==> src/shared/smw_defs.svh <==
// Functional notes
// Without float optimization, float wait cycles follow a read before the next access.
// Float cycles already covered by the controlling strobe hold are not added again.
// Wait select 10 is frozen, 11 is ready, 00 ignores the wait input.
// Wait stretches the access around the controlling strobe chosen by the mode bits.
// Software gives controlling strobes at least one hold cycle when wait is enabled.
// Software never combines wait with page mode or slow clock mode.
// Wait is looked at only during the controlling strobe pulse phase.
// Frozen mode stalls all counters and control outputs, then resumes where stopped.
// Ready mode counts setup and pulse normally, checks wait only at last pulse cycle.
// Ready mode suspends at that cycle while wait is low, then performs the hold.
// Ready mode ignores wait released before or raised after the pulse end.
// Software programs pulse length at least wait latency plus three cycles.
// Slow clock indication forces fixed waveforms on every chip select.
// Slow reads: strobe setup 1 pulse 1, select setup 0 pulse 2, total 2.
// Slow writes: strobe setup 1 pulse 1, select setup 0 pulse 3, total 3.
// A transfer under way keeps the slow parameter set after slow mode ends.
// Page burst reads only with page enable; size select gives 4, 8, 16, 32 bytes.
// Pages are size aligned; bits above page size form the page address.
// First page access uses select read pulse, later hits use read strobe pulse.
// In page mode strobe and select stay low together, setup, hold and total ignored.
// Page pulse lengths are applied as given, with no consistency check.
// Page hit needs same chip select, same page address, no other access between.
// Float count field gives 0 to 15 cycles of bus release time.
// One extra idle cycle always separates a read from a following write.
// The wait input passes a two flop synchroniser before use.
`ifndef SMW_DEFS_SVH
`define SMW_DEFS_SVH
`define WAIT_SEL_FROZEN  2'h2
`define WAIT_SEL_READY   2'h3
`define SLOW_STB_SETUP   9'h001
`define SLOW_STB_PULSE   9'h001
`define SLOW_CS_SETUP    9'h000
`define SLOW_RD_CS_PULSE 9'h002
`define SLOW_RD_TOTAL    9'h002
`define SLOW_WR_CS_PULSE 9'h003
`define SLOW_WR_TOTAL    9'h003
`define PAGE_LSB_BASE    5'h02
`define RD_WR_IDLE       5'h01
`define CS_SWITCH_IDLE   5'h01
`define WAIT_SYNC_RST    1'b1
`endif

==> src/shared/smw_pkg.sv <==
package smw_pkg;
	// Per chip select settings, lengths already in cycles
	typedef struct packed {
		logic [8:0] read_strobe_setup_len;
		logic [8:0] read_strobe_pulse_len;
		logic [8:0] cs_read_setup_len;
		logic [8:0] cs_read_pulse_len;
		logic [8:0] read_total_len;
		logic [8:0] write_strobe_setup_len;
		logic [8:0] write_strobe_pulse_len;
		logic [8:0] cs_write_setup_len;
		logic [8:0] cs_write_pulse_len;
		logic [8:0] write_total_len;
		logic       read_ctrl_strobe;
		logic       write_ctrl_strobe;
		logic [1:0] ext_wait_select;
		logic [3:0] float_cycles;
		logic       float_opt;
		logic       page_mode_enable;
		logic [1:0] page_size_sel;
	} cs_cfg_t;

	// Waveform set latched for the access in progress
	typedef struct packed {
		logic [8:0] stb_setup;
		logic [8:0] stb_pulse;
		logic [8:0] cs_setup;
		logic [8:0] cs_pulse;
		logic [8:0] total;
		logic       ctrl_stb;
		logic [1:0] wait_sel;
		logic       page;
	} timing_t;

	typedef enum logic [1:0] {ST_IDLE, ST_GAP, ST_ACCESS} state_t;
endpackage

==> src/hw/static_mem_wait_slowclk_page.sv <==
`timescale 1ns/100ps
`include "smw_defs.svh"
module static_mem_wait_slowclk_page (
	input  wire logic                     core_clk_i,
	input  wire logic                     rst_i,
	input  wire smw_pkg::cs_cfg_t [3:0]   cs_cfg_i,
	input  wire logic                     slow_clk_mode_i,
	input  wire logic                     req_valid_i,
	input  wire logic                     req_write_i,
	input  wire logic [1:0]               req_cs_i,
	input  wire logic [23:0]              req_addr_i,
	input  wire logic                     ext_wait_n_i,
	output logic                          req_ready_o,
	output logic                          done_o,
	output logic [23:0]                   addr_o,
	output logic [3:0]                    chip_select_n_o,
	output logic                          read_strobe_n_o,
	output logic                          write_strobe_n_o
);
	smw_pkg::state_t  state_q, state_d;
	smw_pkg::timing_t t_q, t_d;
	smw_pkg::cs_cfg_t cfg;
	logic [8:0]  cnt_q, cnt_d;
	logic [4:0]  gap_q, gap_d, gap_c;
	logic [4:0]  float_q, float_d;
	logic        wr_q, wr_d, last_rd_q, last_rd_d, had_q, had_d;
	logic [1:0]  cs_q, cs_d;
	logic [23:0] addr_q, addr_d, page_tag_q, page_tag_d, pmask;
	logic        page_ok_q, page_ok_d, hit;
	logic        ws1_q, ws2_q;
	logic        stb_on, cs_on, in_pulse, last_pulse, stall, fin;
	logic [9:0]  c_end, hold;
	logic [8:0]  c_setup, c_pulse;
	logic        ready_d, done_d, rd_n_d, wr_n_d;
	logic [3:0]  cs_n_d;

	// True while the count sits inside a setup plus pulse window
	function automatic logic win(input logic [8:0] c, input logic [8:0] s, input logic [8:0] p);
		win = ({1'b0, c} >= {1'b0, s}) && ({1'b0, c} < ({1'b0, s} + {1'b0, p}));
	endfunction

	// Wait synchroniser; first stage feeds only the second
	always_ff @(posedge core_clk_i or posedge rst_i) begin
		if (rst_i) begin
			ws1_q <= `WAIT_SYNC_RST;
			ws2_q <= `WAIT_SYNC_RST;
		end else begin
			ws1_q <= ext_wait_n_i;
			ws2_q <= ws1_q;
		end
	end

	// Controlling strobe window and wait decisions for the running access
	always_comb begin
		c_setup    = t_q.ctrl_stb ? t_q.stb_setup : t_q.cs_setup;
		c_pulse    = t_q.ctrl_stb ? t_q.stb_pulse : t_q.cs_pulse;
		c_end      = {1'b0, c_setup} + {1'b0, c_pulse};
		in_pulse   = win(cnt_q, c_setup, c_pulse);
		last_pulse = ({1'b0, cnt_q} + 10'h001) == c_end;
		// Ready check also needs in_pulse: a zero pulse has no last pulse cycle
		stall      = 1'b0;
		if (state_q == smw_pkg::ST_ACCESS && !ws2_q && !t_q.page) begin
			if (t_q.wait_sel == `WAIT_SEL_FROZEN && in_pulse)
				stall = 1'b1;
			else if (t_q.wait_sel == `WAIT_SEL_READY && last_pulse && in_pulse)
				stall = 1'b1; // see R9 see R10
		end
		fin  = ({1'b0, cnt_q} + 10'h001) >= {1'b0, t_q.total};
		// Hold already spent counts against the float time
		hold = ({1'b0, t_q.total} > c_end) ? ({1'b0, t_q.total} - c_end) : 10'h000;
	end

	// Page address compare against the selected chip select
	always_comb begin
		cfg   = cs_cfg_i[req_cs_i];
		pmask = 24'hFFFFFF << (`PAGE_LSB_BASE + {3'h0, cfg.page_size_sel}); // see R17
		hit   = page_ok_q && (cs_q == req_cs_i)
			&& ((page_tag_q & pmask) == (req_addr_i & pmask));
		gap_c = float_q;
		if (had_q && last_rd_q && req_write_i)
			gap_c = gap_c + `RD_WR_IDLE;
		if (had_q && cs_q != req_cs_i)
			gap_c = gap_c + `CS_SWITCH_IDLE;
	end

	// Sequencer next state
	always_comb begin
		state_d    = state_q;
		t_d        = t_q;
		cnt_d      = cnt_q;
		gap_d      = gap_q;
		float_d    = float_q;
		wr_d       = wr_q;
		last_rd_d  = last_rd_q;
		had_d      = had_q;
		cs_d       = cs_q;
		addr_d     = addr_q;
		page_tag_d = page_tag_q;
		page_ok_d  = page_ok_q;
		done_d     = 1'b0;
		case (state_q)
			smw_pkg::ST_IDLE: begin
				if (req_valid_i && req_ready_o) begin
					wr_d   = req_write_i;
					cs_d   = req_cs_i;
					addr_d = req_addr_i;
					cnt_d  = 9'h000;
					t_d.ctrl_stb = req_write_i ? cfg.write_ctrl_strobe : cfg.read_ctrl_strobe;
					t_d.wait_sel = cfg.ext_wait_select;
					t_d.page     = 1'b0;
					if (slow_clk_mode_i) begin
						// Fixed set, kept until the access ends
						t_d.stb_setup = `SLOW_STB_SETUP; // see R13
						t_d.stb_pulse = `SLOW_STB_PULSE;
						t_d.cs_setup  = `SLOW_CS_SETUP;
						t_d.cs_pulse  = req_write_i ? `SLOW_WR_CS_PULSE : `SLOW_RD_CS_PULSE;
						t_d.total     = req_write_i ? `SLOW_WR_TOTAL : `SLOW_RD_TOTAL;
						t_d.wait_sel  = 2'h0;
					end else if (!req_write_i && cfg.page_mode_enable) begin
						// Strobe and select share one window, no setup or hold
						t_d.page      = 1'b1;
						t_d.stb_setup = 9'h000;
						t_d.cs_setup  = 9'h000;
						t_d.stb_pulse = hit ? cfg.read_strobe_pulse_len : cfg.cs_read_pulse_len; // see R19
						t_d.cs_pulse  = t_d.stb_pulse;
						t_d.total     = t_d.stb_pulse;
					end else if (req_write_i) begin
						t_d.stb_setup = cfg.write_strobe_setup_len;
						t_d.stb_pulse = cfg.write_strobe_pulse_len;
						t_d.cs_setup  = cfg.cs_write_setup_len;
						t_d.cs_pulse  = cfg.cs_write_pulse_len;
						t_d.total     = cfg.write_total_len;
					end else begin
						t_d.stb_setup = cfg.read_strobe_setup_len;
						t_d.stb_pulse = cfg.read_strobe_pulse_len;
						t_d.cs_setup  = cfg.cs_read_setup_len;
						t_d.cs_pulse  = cfg.cs_read_pulse_len;
						t_d.total     = cfg.read_total_len;
					end
					page_ok_d  = t_d.page;
					page_tag_d = req_addr_i;
					float_d    = 5'h00;
					if (gap_c != 5'h00) begin
						gap_d   = gap_c;
						state_d = smw_pkg::ST_GAP;
					end else begin
						state_d = smw_pkg::ST_ACCESS;
					end
				end
			end
			smw_pkg::ST_GAP: begin
				gap_d = gap_q - 5'h01;
				if (gap_q == 5'h01)
					state_d = smw_pkg::ST_ACCESS;
			end
			smw_pkg::ST_ACCESS: begin
				if (!stall) begin
					if (fin) begin
						state_d   = smw_pkg::ST_IDLE;
						done_d    = 1'b1;
						had_d     = 1'b1;
						last_rd_d = !wr_q;
						// Optimized float leaves float_d at zero, so no float cycles follow
						if (!wr_q && !cfg_float_opt() && {6'h00, float_cfg()} > hold)
							float_d = float_cfg() - hold[4:0]; // see R1
					end else begin
						cnt_d = cnt_q + 9'h001;
					end
				end
			end
			default: state_d = smw_pkg::ST_IDLE;
		endcase
	end

	// Float settings of the chip select that just finished
	function automatic logic [4:0] float_cfg();
		float_cfg = {1'b0, cs_cfg_i[cs_q].float_cycles};
	endfunction
	function automatic logic cfg_float_opt();
		cfg_float_opt = cs_cfg_i[cs_q].float_opt;
	endfunction

	// Pin levels from the next state so outputs leave flip-flops
	always_comb begin
		stb_on  = (state_d == smw_pkg::ST_ACCESS) && win(cnt_d, t_d.stb_setup, t_d.stb_pulse);
		cs_on   = (state_d == smw_pkg::ST_ACCESS) && win(cnt_d, t_d.cs_setup, t_d.cs_pulse);
		rd_n_d  = !(stb_on && !wr_d);
		wr_n_d  = !(stb_on && wr_d);
		cs_n_d  = 4'hF;
		if (cs_on)
			cs_n_d[cs_d] = 1'b0;
		ready_d = (state_d == smw_pkg::ST_IDLE);
	end

	always_ff @(posedge core_clk_i or posedge rst_i) begin
		if (rst_i) begin
			state_q          <= smw_pkg::ST_IDLE;
			t_q              <= '0;
			cnt_q            <= 9'h000;
			gap_q            <= 5'h00;
			float_q          <= 5'h00;
			wr_q             <= 1'b0;
			last_rd_q        <= 1'b0;
			had_q            <= 1'b0;
			cs_q             <= 2'h0;
			addr_q           <= 24'h000000;
			page_tag_q       <= 24'h000000;
			page_ok_q        <= 1'b0;
			req_ready_o      <= 1'b1;
			done_o           <= 1'b0;
			addr_o           <= 24'h000000;
			chip_select_n_o  <= 4'hF;
			read_strobe_n_o  <= 1'b1;
			write_strobe_n_o <= 1'b1;
		end else begin
			state_q          <= state_d;
			t_q              <= t_d;
			cnt_q            <= cnt_d;
			gap_q            <= gap_d;
			float_q          <= float_d;
			wr_q             <= wr_d;
			last_rd_q        <= last_rd_d;
			had_q            <= had_d;
			cs_q             <= cs_d;
			addr_q           <= addr_d;
			page_tag_q       <= page_tag_d;
			page_ok_q        <= page_ok_d;
			req_ready_o      <= ready_d;
			done_o           <= done_d;
			addr_o           <= addr_d;
			chip_select_n_o  <= cs_n_d;
			read_strobe_n_o  <= rd_n_d;
			write_strobe_n_o <= wr_n_d;
		end
	end
endmodule

==> config.mk <==
export PLATFORM = sky130hd
export DESIGN_NAME = static_mem_wait_slowclk_page
export DESIGN_NICKNAME = d
export VERILOG_FILES = /design/src/shared/smw_pkg.sv /design/src/hw/static_mem_wait_slowclk_page.sv
export VERILOG_INCLUDE_DIRS = /design/src /design/src/shared
export SDC_FILE = /design/constraint.sdc
export NUM_CORES = 1
export LEC_CHECK = 0
export ABC_AREA = 1
export ABC_CLOCK_PERIOD_IN_PS = 10600
export BUFFER_PORTS_ARGS = -buffer_cell sky130_fd_sc_hd__buf_2
export CAP_MARGIN = 10
export CORE_ASPECT_RATIO = 0.75
export CORE_MARGIN = 4
export CORE_UTILIZATION = 40
export CTS_BUF_LIST = sky130_fd_sc_hd__clkbuf_2 sky130_fd_sc_hd__clkbuf_4 sky130_fd_sc_hd__clkbuf_8
export CTS_CLUSTER_DIAMETER = 30
export CTS_CLUSTER_SIZE = 28
export DETAILED_ROUTE_END_ITERATION = 12
export PLACE_DENSITY = 0.71
export SYNTH_ARGS = -nofsm -noshare
export SYNTH_HDL_FRONTEND = slang
export SYNTH_SLANG_ARGS = --single-unit
==> constraint.sdc <==
create_clock -name core_clk_i -period 10.6 [get_ports core_clk_i]
set_input_delay 2.12 -clock core_clk_i [delete_from_list [all_inputs] [get_ports core_clk_i]]
set_output_delay 2.12 -clock core_clk_i [all_outputs]
set_load 0.01 [all_outputs]
# Word level (Yosys, flattened, before mapping)
# Index checks and enable logic that the tools add are counted.
[word_totals]
reg_bits = 109
mem_bits_ro = 0
in_bits = 440
latch_bits = 0
out_inout_bits = 32
memories = 0
ram_bits = 0
wordCells = 158
[op_classes]
n_eq_ne = 15
n_addsub = 11
multipliers = 0
n_mux = 51
div_mod_pow = 0
shift = 1
n_reduce_logical = 39
n_bitwise = 4
n_lt_le_gt_ge = 13
[op_table]
columns = ["operator", "n"]
rows = [
  ["$bmux 102 s2", 2],
  ["$mux 45", 3],
  ["$mux 102", 1],
  ["$mux 49", 2],
  ["$mux 9", 6],
  ["$and 24x24->24", 2],
  ["$mux 5", 8],
  ["$add 9x9->10", 3],
  ["$lt 9x10->1", 3],
  ["$ge 9x9->1", 3],
  ["$eq 24x24->1", 1],
  ["$shl 24x3->24 const A", 1],
  ["$logic_and 1x1->1", 22],
  ["$pmux 5 s2", 2],
  ["$pmux 9 s2", 1],
  ["$mux 2", 8],
  ["$mux 1", 13],
  ["$add 5x1->5 const B", 2],
  ["$add 9x1->10 const B", 1],
  ["$eq 10x10->1", 1],
  ["$ge 10x9->1", 1],
  ["$gt 4x10->1", 1],
  ["$gt 9x10->1", 1],
  ["$mux 10", 1],
  ["other kinds (27)", 45],
]

# Logic depth before layout (Yosys ltp)
# Gate-level depths: netlist of the first run.
[depth]
word_depth = 18
ltp_mapped = 37
depth_no_buf = 36

# Worst setup path after synthesis of the first run
# No wires, ideal clock.
[synth_timing]
path_kind = "input to register"
start = "in req_cs_i[0]"
end = "reg chip_select_n_o[0]"
setup_time_ps = 85
n_path_buf = 4
required_time_ps = 10515
arrival_ps = 5925
stages = 27
path_slack_ps = 4590
cell_sequence = "buf_2 buf_2 buf_1 clkbuf_1 o21ai_0 o22ai_1 nand2_1 nand2_1 nand2_1 o21ai_0 ha_1 inv_1 fa_1 o21ai_0 a21oi_1 o21ai_0 nand2_1 nand2_1 a21oi_1 xor2_1 ha_1 inv_1 nor2_1 o21ai_0 o211ai_1 nor2_4 nand3_1"
[synth_rtl]
columns = ["item", "line_no", "text"]
rows = [
  ["start: declaration", "static_mem_wait_slowclk_page.sv:10", "input wire logic [1:0] req_cs_i,"],
  ["end signal: assignment", "static_mem_wait_slowclk_page.sv:231", "chip_select_n_o <= cs_n_d;"],
  ["end: declaration", "static_mem_wait_slowclk_page.sv:16", "output logic [3:0] chip_select_n_o,"],
]

==> out/metrics.cfg, run 1 <==
[outcome]
outcome = finished clean

[die]
core_um2 = 29500
die_area_um2 = 33200
dieHeight_um = 159
initial_core_util = 0.411
die_w_um = 209
ios = 472
num_rows = 54

[place]
hpwl_mm = 44.5
gp_congestion = 1.04
port_buffers = 471

[clocking]
clock_tree.root_cell = clkbuf_8
cts_buffers = 9
cts_buffer_depth = 2
cts_tree = done
ctsHoldBuffers = 0
clkLatencyLatePin_ns = 0.42
clk_pin_slew_ns = 0.11
cts_resized = 0
clkSinkCount = 109
h-tree-depth = 3
cts_setup_buffers = 0

[global_routing]
grtUsageTotal = 0.308
grt_max_degree = 115
overflow = 0
grt_first_pass_wirelength_mm = 82.1
antenna_found_initial = 4
grt_pass1_vias = 14400

[worst_setup_path]
end_kind = register
crit_slowest_cell = inv_2
path_max_fanout = 52
cp_common_cell = nand2_1
startpoint_type = input port
critPathKind = in -> reg
max_stage_delay_ns = 0.50
arrival_ns = 7.80
required_ns = 10.93

[logic_synthesis]
synth_fa_ha_area_frac = 0.107
synth_edf_count = 0
synth_warnings = 0
ys_seq_area_frac = 0.226
synth_xor_area_frac = 0.0295
synthCells = 1887
netlist.area_leader.share = 0.206
async_reset_ff_frac = 1.00
synth_top_family_by_area = simple AND/OR/NAND/NOR gates
syn_area_per_cell_um2 = 6.42
yosysUniqueCellTypes = 59
synth_common_cells = nand2_1 (456), o21ai_0 (228), nor2_1 (225)
yosys.area_share.simple = 0.297
yosysMostFrequentCell = nand2_1
synth_compound_area_frac = 0.250
yosysTopAreaCell = dfrtp_1
synth_area_um2 = 12100
syn-num-nets = 2428
ys.flop_type = dfrtp_1
synth_seq_cells = 109
synth_area_leaders = dfrtp_1 (21%), nand2_1 (14%), ha_1 (9.9%)
muxShareOfSynthArea = 0

[timing]
finalCriticalPeriod_ns = 7.46
fmax_mhz = 134
timing.hold.ws_ns = 0.364
slew_headroom = 0.186
fin_skew_ns = 0.0172
rsz0062_at_grt = no
worst_slew_pin_slew_ns = 1.21
period_share = 0.704
finalSetupTns_ns = 0
hold_viol_final = 0
setup_viol = 0
maxSlewViolCount = 0

[detailed_routing]
postRouteAntennaNets = 0
drc_errors = 0
drt_iter0_drc = 1432
dr.pass1.iters = 5
dr_total_vias = 15100
routedWlPerCell_um = 20.1
viasPerCell = 5.61
wl_mm = 54.0

[finish]
final_nets = 2825
drive_gt1_frac = 0.258
final.fill_count = 3096
area_growth_pct = 22.9

[job]
maxCapViolCount = 0

[pwr]
power_leakage_nw = 7.91
ir_drop_v = 0.000157
p_per_area_nw_per_um2 = 288

[hold_path]
hold_class = reg -> reg

final timing paths:
kind                              from  slack [ns]                  to  depth (start not counted)
max                        req_cs_i[1]        3.14  chip_select_n_o[1]                         30
min                              ws1_q        0.36               ws2_q                          0
max reg2reg                     t_q[3]        4.48  chip_select_n_o[1]                         31
min reg2reg                      ws1_q        0.36               ws2_q                          0
max in group asynchronous        rst_i        7.60             t_q[32]                          3
min in group asynchronous        rst_i        1.88       page_tag_q[0]                          2
power by group:
part / internal, mW / switching [mW]
Sequential: 0.591 / 0.183
Combinational: 1.16 / 2.07
Clock: 0.122 / 0.162
placed cells by master, fill, tap and decap left out, types with 24 or more instances in the layout:
cell     count
inv_1      164
ha_1        96
a21oi_1     83
o22ai_1     64
nand2_1    456
nand3_1     77
a22oi_1     24
buf_2      470
nor2_1     223
o21ai_0    228
xor2_1      28
dfrtp_1    100
cell type report:
class / count / area, µm² / area share
inverter: 184 / 698 / 0.0468
clock buffer: 11 / 145 / 0.00974
antenna: 2 / 5.00 / 0.000336
tap: 392 / 490 / 0.0329
timing repair buffer: 484 / 2460 / 0.165
sequential: 109 / 2740 / 0.184
multi-input combinational: 1496 / 8300 / 0.557
clock inverter: 5 / 67.6 / 0.00453
flip-flops by register name, indices dropped and copies added, names as in the netlist, 2 cells and up:
signal           cells
chip_select_n_o      4
cnt_q                9
cs_q                 2
float_q              5
gap_q                5
page_tag_q          24
state_q              2
t_q                 48
kinds of logic (layout without fill, tap and decap cells):
group                    Yosys count  after routing
XOR/XNOR                          40             40
flip-flops                       109            109
AO/OA/AOI/OAI                    508            508
adder cells (fa/ha/maj)          101            101
buffers and inverters            282            684
other                              0              2
AND/OR/NAND/NOR                  847            847
stage by stage:
stage / util / total power, mW / setup WS, ns / cells / area [µm²]
finish: 0.506 / 4.29 / 3.14 / 2683 / 14900
global route: 0.506 / 4.76 / 2.47 / 2682 / 14900
CTS: 0.506 / 4.25 / 3.28 / 2681 / 14900
detailed placement: 0.499 / 3.95 / 2.86 / 2665 / 14700
global placement: 0.499 / 3.87 / 2.96 / 2665 / 14700
floorplan: - / 3.06 / 4.59 / 1887 / 12100
per-layer routing:
| layer | GRT usage | share of wire | vias to the layer above |
|---|---|---|---|
| met4 | 0.0587 | 0.020 | 4 |
| met5 | 0 | 0.00044 | - |
| met2 | 0.508 | 0.46 | 729 |
| met3 | 0.0611 | 0.090 | 63 |
| li1 | - | - | 7204 |
| met1 | 0.424 | 0.43 | 7051 |
worst max-delay path, delay by kind of cell:
family          cells  cell delay [ns]
compound gates      9             1.92
fa+ha+maj           3             0.93
simple gates       12             1.41
buf+inv             5             1.20
xor+xnor            1             0.15
(Power assumes the default switching activity.)
==> run 2: changes to the inputs <==
--- a/config.mk
+++ b/config.mk
@@ -6,8 +6,8 @@
 export SDC_FILE = /design/constraint.sdc
 export NUM_CORES = 1
 export LEC_CHECK = 0
-export ABC_AREA = 1
-export ABC_CLOCK_PERIOD_IN_PS = 10600
+export ABC_AREA = 0
+export ABC_CLOCK_PERIOD_IN_PS = 6970
 export BUFFER_PORTS_ARGS = -buffer_cell sky130_fd_sc_hd__buf_2
 export CAP_MARGIN = 10
 export CORE_ASPECT_RATIO = 0.75
==> constraint.sdc (replaced) <==
create_clock -name core_clk_i -period 6.97 [get_ports core_clk_i]
set_input_delay 1.394 -clock core_clk_i [delete_from_list [all_inputs] [get_ports core_clk_i]]
set_output_delay 1.394 -clock core_clk_i [all_outputs]
set_load 0.01 [all_outputs]
==> run 2 against run 1 <==
  * Final cell count decreased by 25%
  * Critical path type is now reg -> reg
  * Die area shrank 5.0%
  * Critical path depth shrank 3
  * Via count decreased by 23%
  * Clock-buffer cell count decreased by 2
  * Worst hold slack better by 0.0069 ns
  * Routed wire length is 9.0% lower
  * Worst setup slack worse by 2.7 ns
  * Synthesized cell count shrank 37%
==> out/metrics.cfg, run 2 <==
[logic_synthesis]
synth_seq_cells = 109  ; unchanged
yosysTopAreaCell = dfrtp_1
synth_edf_count = 0  ; unchanged
ys_seq_area_frac = 0.238  ; +0.0124
synthCells = 1183  ; -37%
synth_common_cells = nand2_1 (170), mux4_2 (101), dfrtp_1 (100)
syn-num-nets = 1724  ; -29%
ys.flop_type = dfrtp_1
yosysMostFrequentCell = nand2_1
synth_area_um2 = 11500  ; -5.2%
yosysUniqueCellTypes = 76  ; +29%
async_reset_ff_frac = 1.00  ; unchanged
synth_area_leaders = dfrtp_1 (22%), mux4_2 (20%), ha_1 (10%)
syn_area_per_cell_um2 = 9.71  ; +51%
synth_warnings = 0  ; unchanged
netlist.area_leader.share = 0.218  ; +0.0113

[finish]
final_cell_mix = buf_2 (469), nand2_1 (169), mux4_2 (101)
area_growth_pct = 26.6
final_nets = 2162  ; -23%
drive_gt1_frac = 0.403  ; +0.145
top_regs = t_q x48, page_tag_q x24, cnt_q x9
fin_area_um2 = 14500  ; -2.4%
top_register = t_q
largest_reg_flops = 48  ; unchanged
final_common_cell = buf_2

[hold_path]
hold_class = reg -> reg

[clocking]
cts_tree = done
clkSinkCount = 109  ; unchanged
cts_buffers = 9  ; unchanged
cts_buffer_depth = 2  ; unchanged
clkLatencyLatePin_ns = 0.42  ; about the same
h-tree-depth = 3  ; unchanged
cts_setup_buffers = 0  ; unchanged
clock_tree.root_cell = clkbuf_8
clk_pin_slew_ns = 0.13  ; +0.02 ns

[worst_setup_path]
crit_path_end = chip_select_n_o[2]
required_ns = 7.31  ; -3.62 ns
startpoint_type = register
reg2reg_slack_ns = 0.39  ; -4.09 ns
r2r_cells = 27  ; -13%
path_max_fanout = 10  ; -81%
end_kind = register
r2r-end = chip_select_n_o[2]
arrival_ns = 6.92  ; -0.88 ns
crit_path_start = t_q[3]
rr_startpoint = t_q[3]
critPathKind = reg -> reg

[pwr]
pwr-share-seq = 0.196  ; +0.015
power.switching_mw = 2.85  ; +18%
total_power_mw = 5.79  ; +35%
p_per_area_nw_per_um2 = 398  ; +38%
swShare = 0.492  ; -0.0723
ir_drop_v = 0.000266  ; +69%
pwr-share-clk = 0.074  ; +0.008
power_frac_comb = 0.730  ; -0.023
p_int_mw = 2.94  ; +58%
power_leakage_nw = 7.15  ; -9.6%

[place]
gp_congestion = 0.998  ; -3.6%
hpwl_mm = 42.2  ; -5.1%
port_buffers = 471  ; unchanged
placement.cell_area_um2 = 14300  ; -2.8%

[detailed_routing]
postRouteAntennaNets = 0  ; unchanged
drc_errors = 0  ; unchanged
wl_mm = 49.1  ; -9.0%
routedWlPerCell_um = 24.3  ; +21%
dr_total_vias = 11600  ; -23%
drt_iter0_drc = 1089  ; -24%
dr.pass1.iters = 5  ; unchanged
viasPerCell = 5.73  ; +2.2%

[timing]
fmax_mhz = 152
rsz0062_at_grt = no
maxSlewViolCount = 0  ; unchanged
hold_viol_final = 0  ; unchanged
worst_slew_pin_slew_ns = 0.918  ; -0.287 ns
finalSetupTns_ns = 0  ; unchanged
period_share = 0.944
slew_headroom = 0.388  ; +0.201
finalCriticalPeriod_ns = 6.58
setup_viol = 0  ; unchanged
fin_skew_ns = 0.0251  ; +0.00791 ns

[job]
maxCapViolCount = 0  ; unchanged

[global_routing]
grt_max_degree = 92  ; -20%
antenna_found_initial = 19  ; +15
overflow = 0  ; unchanged
grt_pass1_vias = 11400  ; -21%
grtUsageTotal = 0.298  ; -0.0103
grt_first_pass_wirelength_mm = 70.5  ; -14%

[die]
dieHeight_um = 155  ; -2.5%
die_w_um = 204  ; -2.5%
num_rows = 53  ; -1.9%
core_um2 = 28200  ; -4.3%
ios = 472  ; unchanged
die_area_um2 = 31500  ; -5.0%
initial_core_util = 0.408  ; -0.00376

[outcome]
outcome = finished clean

-- run 2: changes by cell type after synthesis, sizes merged, moves of 76 or more --
cell / previous run / this run
inv: 180 / 69
nand2: 476 / 170
nand3: 90 / 14
o21ai: 243 / 67
nor2: 234 / 68
mux4: 0 / 101
-- run 2: repair_timing --
item / 4_1_cts / 5_1_grt
gates resized for setup: 0 / 6
setup endpoints to repair: 0 / 8
hold buffers: 0 / 0
-- run 2: worst min-delay path by stage --
stage	end	depth (start not counted)	start	slack [ns]
floorplan	ws2_q	0	ws1_q	0.35
CTS	ws2_q	0	ws1_q	0.37
global placement	ws2_q	0	ws1_q	0.35
global route	ws2_q	0	ws1_q	0.38
finish	ws2_q	0	ws1_q	0.37
detailed placement	ws2_q	0	ws1_q	0.35
-- run 2: per-stage QoR --
step	std cells	util	setup WS [ns]	hold slack [ns]
after floorplan	1183	-	0.759	0.345
after global placement	1995	0.506	0.488	0.348
after detailed placement	1995	0.506	0.300	0.349
after CTS	2011	0.514	0.222	0.372
after global routing	2018	0.516	0.0522	0.376
final	2024	0.516	0.392	0.371
-- run 2: logic make-up after synthesis --
| group | count (synthesis) | synth area share |
|---|---|---|
| and+or+nand+nor | 353 | 0.142 |
| AOI/OAI and AO/OA | 257 | 0.156 |
| muxes | 150 | 0.242 |
| buffers and inverters | 131 | 0.0444 |
| DFF | 109 | 0.238 |
| adders and majority gates | 107 | 0.119 |
| xor gates and xnor gates | 76 | 0.0591 |
-- run 2: power groups by stage --
stage               sequential, mW  combinational, mW  clock, mW
floorplan                     1.07               3.08          0
global placement              1.13               4.01          0
finish                        1.14               4.23      0.427
CTS                           1.13               4.16      0.436
detailed placement            1.14               4.14          0
global route                  1.17               4.67      0.460
-- run 2: layout make-up --
cell class                 count  area, µm²
fill                        2648      13600
multi-input combinational    943       8280
sequential                   109       2740
timing repair buffer         489       2540
tap                          385        482
inverter                      69        262
clock buffer                   9        124
clock inverter                 7       88.8
antenna                       13       32.5
-- run 2: critical path: stages (launching register included) --
cell       delay [ns]
dfrtp_1          0.47
buf_4            0.25
mux2i_2          0.34
inv_1            0.08
ha_1             0.28
a21o_1           0.21
a21oi_1          0.18
xor2_1           0.33
ha_1             0.32
a21oi_1          0.19
o21a_1           0.16
maj3_2           0.21
a2111oi_2        0.06
a2111oi_1        0.27
o211a_2          0.46
nor2_1           0.18
a21oi_2          0.30
a32o_1           0.35
ha_1             0.29
a21o_1           0.16
a21o_1           0.17
a21o_1           0.17
a211o_1          0.28
o211ai_1         0.10
a21oi_1          0.09
o221ai_1         0.34
inv_1            0.10
nand4_1          0.12
-- run 2: metal layers --
metal  global-route usage  part of all wire
met5                    0           0.00067
met2                0.445              0.44
met4               0.0716             0.020
met1                0.444              0.44
met3               0.0610             0.094
==> run 3: changes to the inputs <==
--- a/config.mk
+++ b/config.mk
@@ -6,7 +6,7 @@
 export SDC_FILE = /design/constraint.sdc
 export NUM_CORES = 1
 export LEC_CHECK = 0
-export ABC_AREA = 0
+export ABC_AREA = 1
 export ABC_CLOCK_PERIOD_IN_PS = 6970
 export BUFFER_PORTS_ARGS = -buffer_cell sky130_fd_sc_hd__buf_2
 export CAP_MARGIN = 10
==> run 3 against run 2 <==
  * Flip-flop and latch count unchanged
  * Combinational power is 18% higher
  * Clock power increased by 0.9%
  * Utilization decreased by 0.81 points
  * Clock skew decreased by 0.0097 ns
  * Global-route usage grew 0.81 points
  * Sequential share of layout area decreased by 0.53 points
==> out/metrics.cfg, run 3 (synthesized netlist as in run 1, its figures left out) <==
[outcome]
outcome = finished clean

[worst_setup_path]
critPathKind = in -> reg
startpoint_type = input port
max_stage_delay_ns = 0.40  ; -0.07 ns
path_delay_family = simple AND/OR/NAND/NOR gates
required_ns = 7.31  ; about the same
path_max_fanout = 45  ; +35
crit_buf_inv = 4  ; +1
end_kind = register
crit_slowest_cell = nand2_1
cp_common_cell = nand2_1
arrival_ns = 6.40  ; -0.52 ns

[detailed_routing]
drc_errors = 0  ; unchanged
wl_mm = 53.6  ; +9.2%
dr.pass1.iters = 6  ; +1
viasPerCell = 5.61  ; -2.1%
highest_layer = met5
routed-wl-met3_mm = 5.49  ; +19%
postRouteAntennaNets = 0  ; unchanged
drt_iter0_drc = 1655  ; +52%
routed-wl-met2_mm = 24.0  ; +9.9%
drt-met1-wl_mm = 22.6  ; +4.3%
routedWlPerCell_um = 20.0  ; -18%
dr_total_vias = 15100  ; +30%

[timing]
maxSlewViolCount = 0  ; unchanged
fin_skew_ns = 0.0154  ; -0.00965 ns
fin_ws_ns = 0.904  ; +0.512 ns
fmax_mhz = 165  ; +8.4%
slew_headroom = 0.266  ; -0.121
hold_viol_final = 0  ; unchanged
rsz0062_at_grt = no
worst_slew_pin_slew_ns = 1.09  ; +0.168 ns
finalCriticalPeriod_ns = 6.07  ; -0.512 ns
setup_viol = 0  ; unchanged
finalSetupTns_ns = 0  ; unchanged
period_share = 0.870  ; -0.0734

[global_routing]
antenna_found_initial = 3  ; -16
grt_first_pass_wirelength_mm = 81.5  ; +16%
grt_pass1_vias = 14100  ; +24%
grt_max_degree = 176  ; +91%
overflow = 0  ; unchanged
grtUsageTotal = 0.306  ; +0.00812

[finish]
area_growth_pct = 23.5
fin_util = 0.508  ; -0.00811
final.fill_count = 3061  ; +16%
largest_reg_flops = 48  ; unchanged
final_nets = 2830  ; +31%
final_cell_mix = buf_2 (470), nand2_1 (456), o21ai_0 (228)
top_register = t_q
antennaDiodeCount = 0  ; -13
final_common_cell = buf_2
drive_gt1_frac = 0.260  ; -0.143
top_regs = t_q x48, page_tag_q x24, cnt_q x9

[clocking]
cts_setup_buffers = 0  ; unchanged
cts_buffers = 9  ; unchanged
clkSinkCount = 109  ; unchanged
cts_resized = 0  ; unchanged
clock_tree.root_cell = clkbuf_8
clkLatencyLatePin_ns = 0.41  ; about the same
cts_tree = done
cts_buffer_depth = 2  ; unchanged
h-tree-depth = 3  ; unchanged
clk_pin_slew_ns = 0.12  ; about the same
ctsHoldBuffers = 0  ; unchanged

[place]
dp_slack_ns = 0.583  ; +0.283 ns
hpwl_mm = 43.9  ; +4.2%
gp_congestion = 1.03  ; +3.6%
port_buffers = 471  ; unchanged

[die]
die_w_um = 209  ; +2.6%
ios = 472  ; unchanged
num_rows = 54  ; +1.9%
die_area_um2 = 33200  ; +5.2%
dieHeight_um = 159  ; +2.6%
initial_core_util = 0.411  ; +0.00376
core_um2 = 29500  ; +4.5%

[pwr]
total_power_mw = 6.58  ; +14%
ir_drop_v = 0.000257  ; -3.4%
power_leakage_nw = 7.95  ; +11%
p_per_area_nw_per_um2 = 440  ; +10%

[hold_path]
hold_class = reg -> reg

[job]
maxCapViolCount = 0  ; unchanged

-- run 3: cell count changes in the layout (fill, tap and decap cells not counted), sizes merged, moves of 39 or more --
| cell | delta |
|---|---|
| nand2 | +306 |
| o21ai | +176 |
| inv | +110 |
| o22ai | +58 |
| nand3 | +76 |
| mux4 | -101 |
| nor2 | +166 |
| mux2i | -39 |
-- run 3: final timing paths --
check,from,endpoint,slack [ns],depth (start not counted)
setup / recovery,req_cs_i[0],chip_select_n_o[3],0.90,29
hold / removal,ws1_q,ws2_q,0.37,0
hold reg to reg,ws1_q,ws2_q,0.37,0
min in group asynchronous,rst_i,page_tag_q[9],1.14,2
setup reg to reg,t_q[3],chip_select_n_o[3],1.16,34
max in group asynchronous,rst_i,t_q[5],4.67,3
-- run 3: final cells by class --
class                      instances  area (µm²)  area share
inverter                         184         698      0.0466
tap                              392         490      0.0328
clock buffer                      11         139     0.00928
timing repair buffer             489        2540       0.169
sequential                       109        2740       0.183
clock inverter                     5        68.8     0.00460
multi-input combinational       1496        8300       0.554
-- run 3: metrics by stage --
step | instances | cell area [µm²] | hold slack (ns)
final | 2686 | 15000 | 0.369
after global routing | 2686 | 15000 | 0.372
after CTS | 2686 | 15000 | 0.369
after detailed placement | 2670 | 14800 | 0.352
after global placement | 2670 | 14800 | 0.351
after floorplan | 1887 | 12100 | 0.345
-- run 3: per-layer routing --
| layer | up-vias | GRT usage |
|---|---|---|
| met3 | 86 | 0.0698 |
| met2 | 792 | 0.489 |
| li1 | 7205 | - |
| met5 | - | 0 |
| met1 | 6978 | 0.421 |
| met4 | 4 | 0.0741 |
-- run 3: power by group --
group | leakage, nW | switching, mW | internal (mW)
registers | 1.38 | 0.267 | 0.899
clock network | 0.104 | 0.251 | 0.180
logic | 6.46 | 3.21 | 1.77
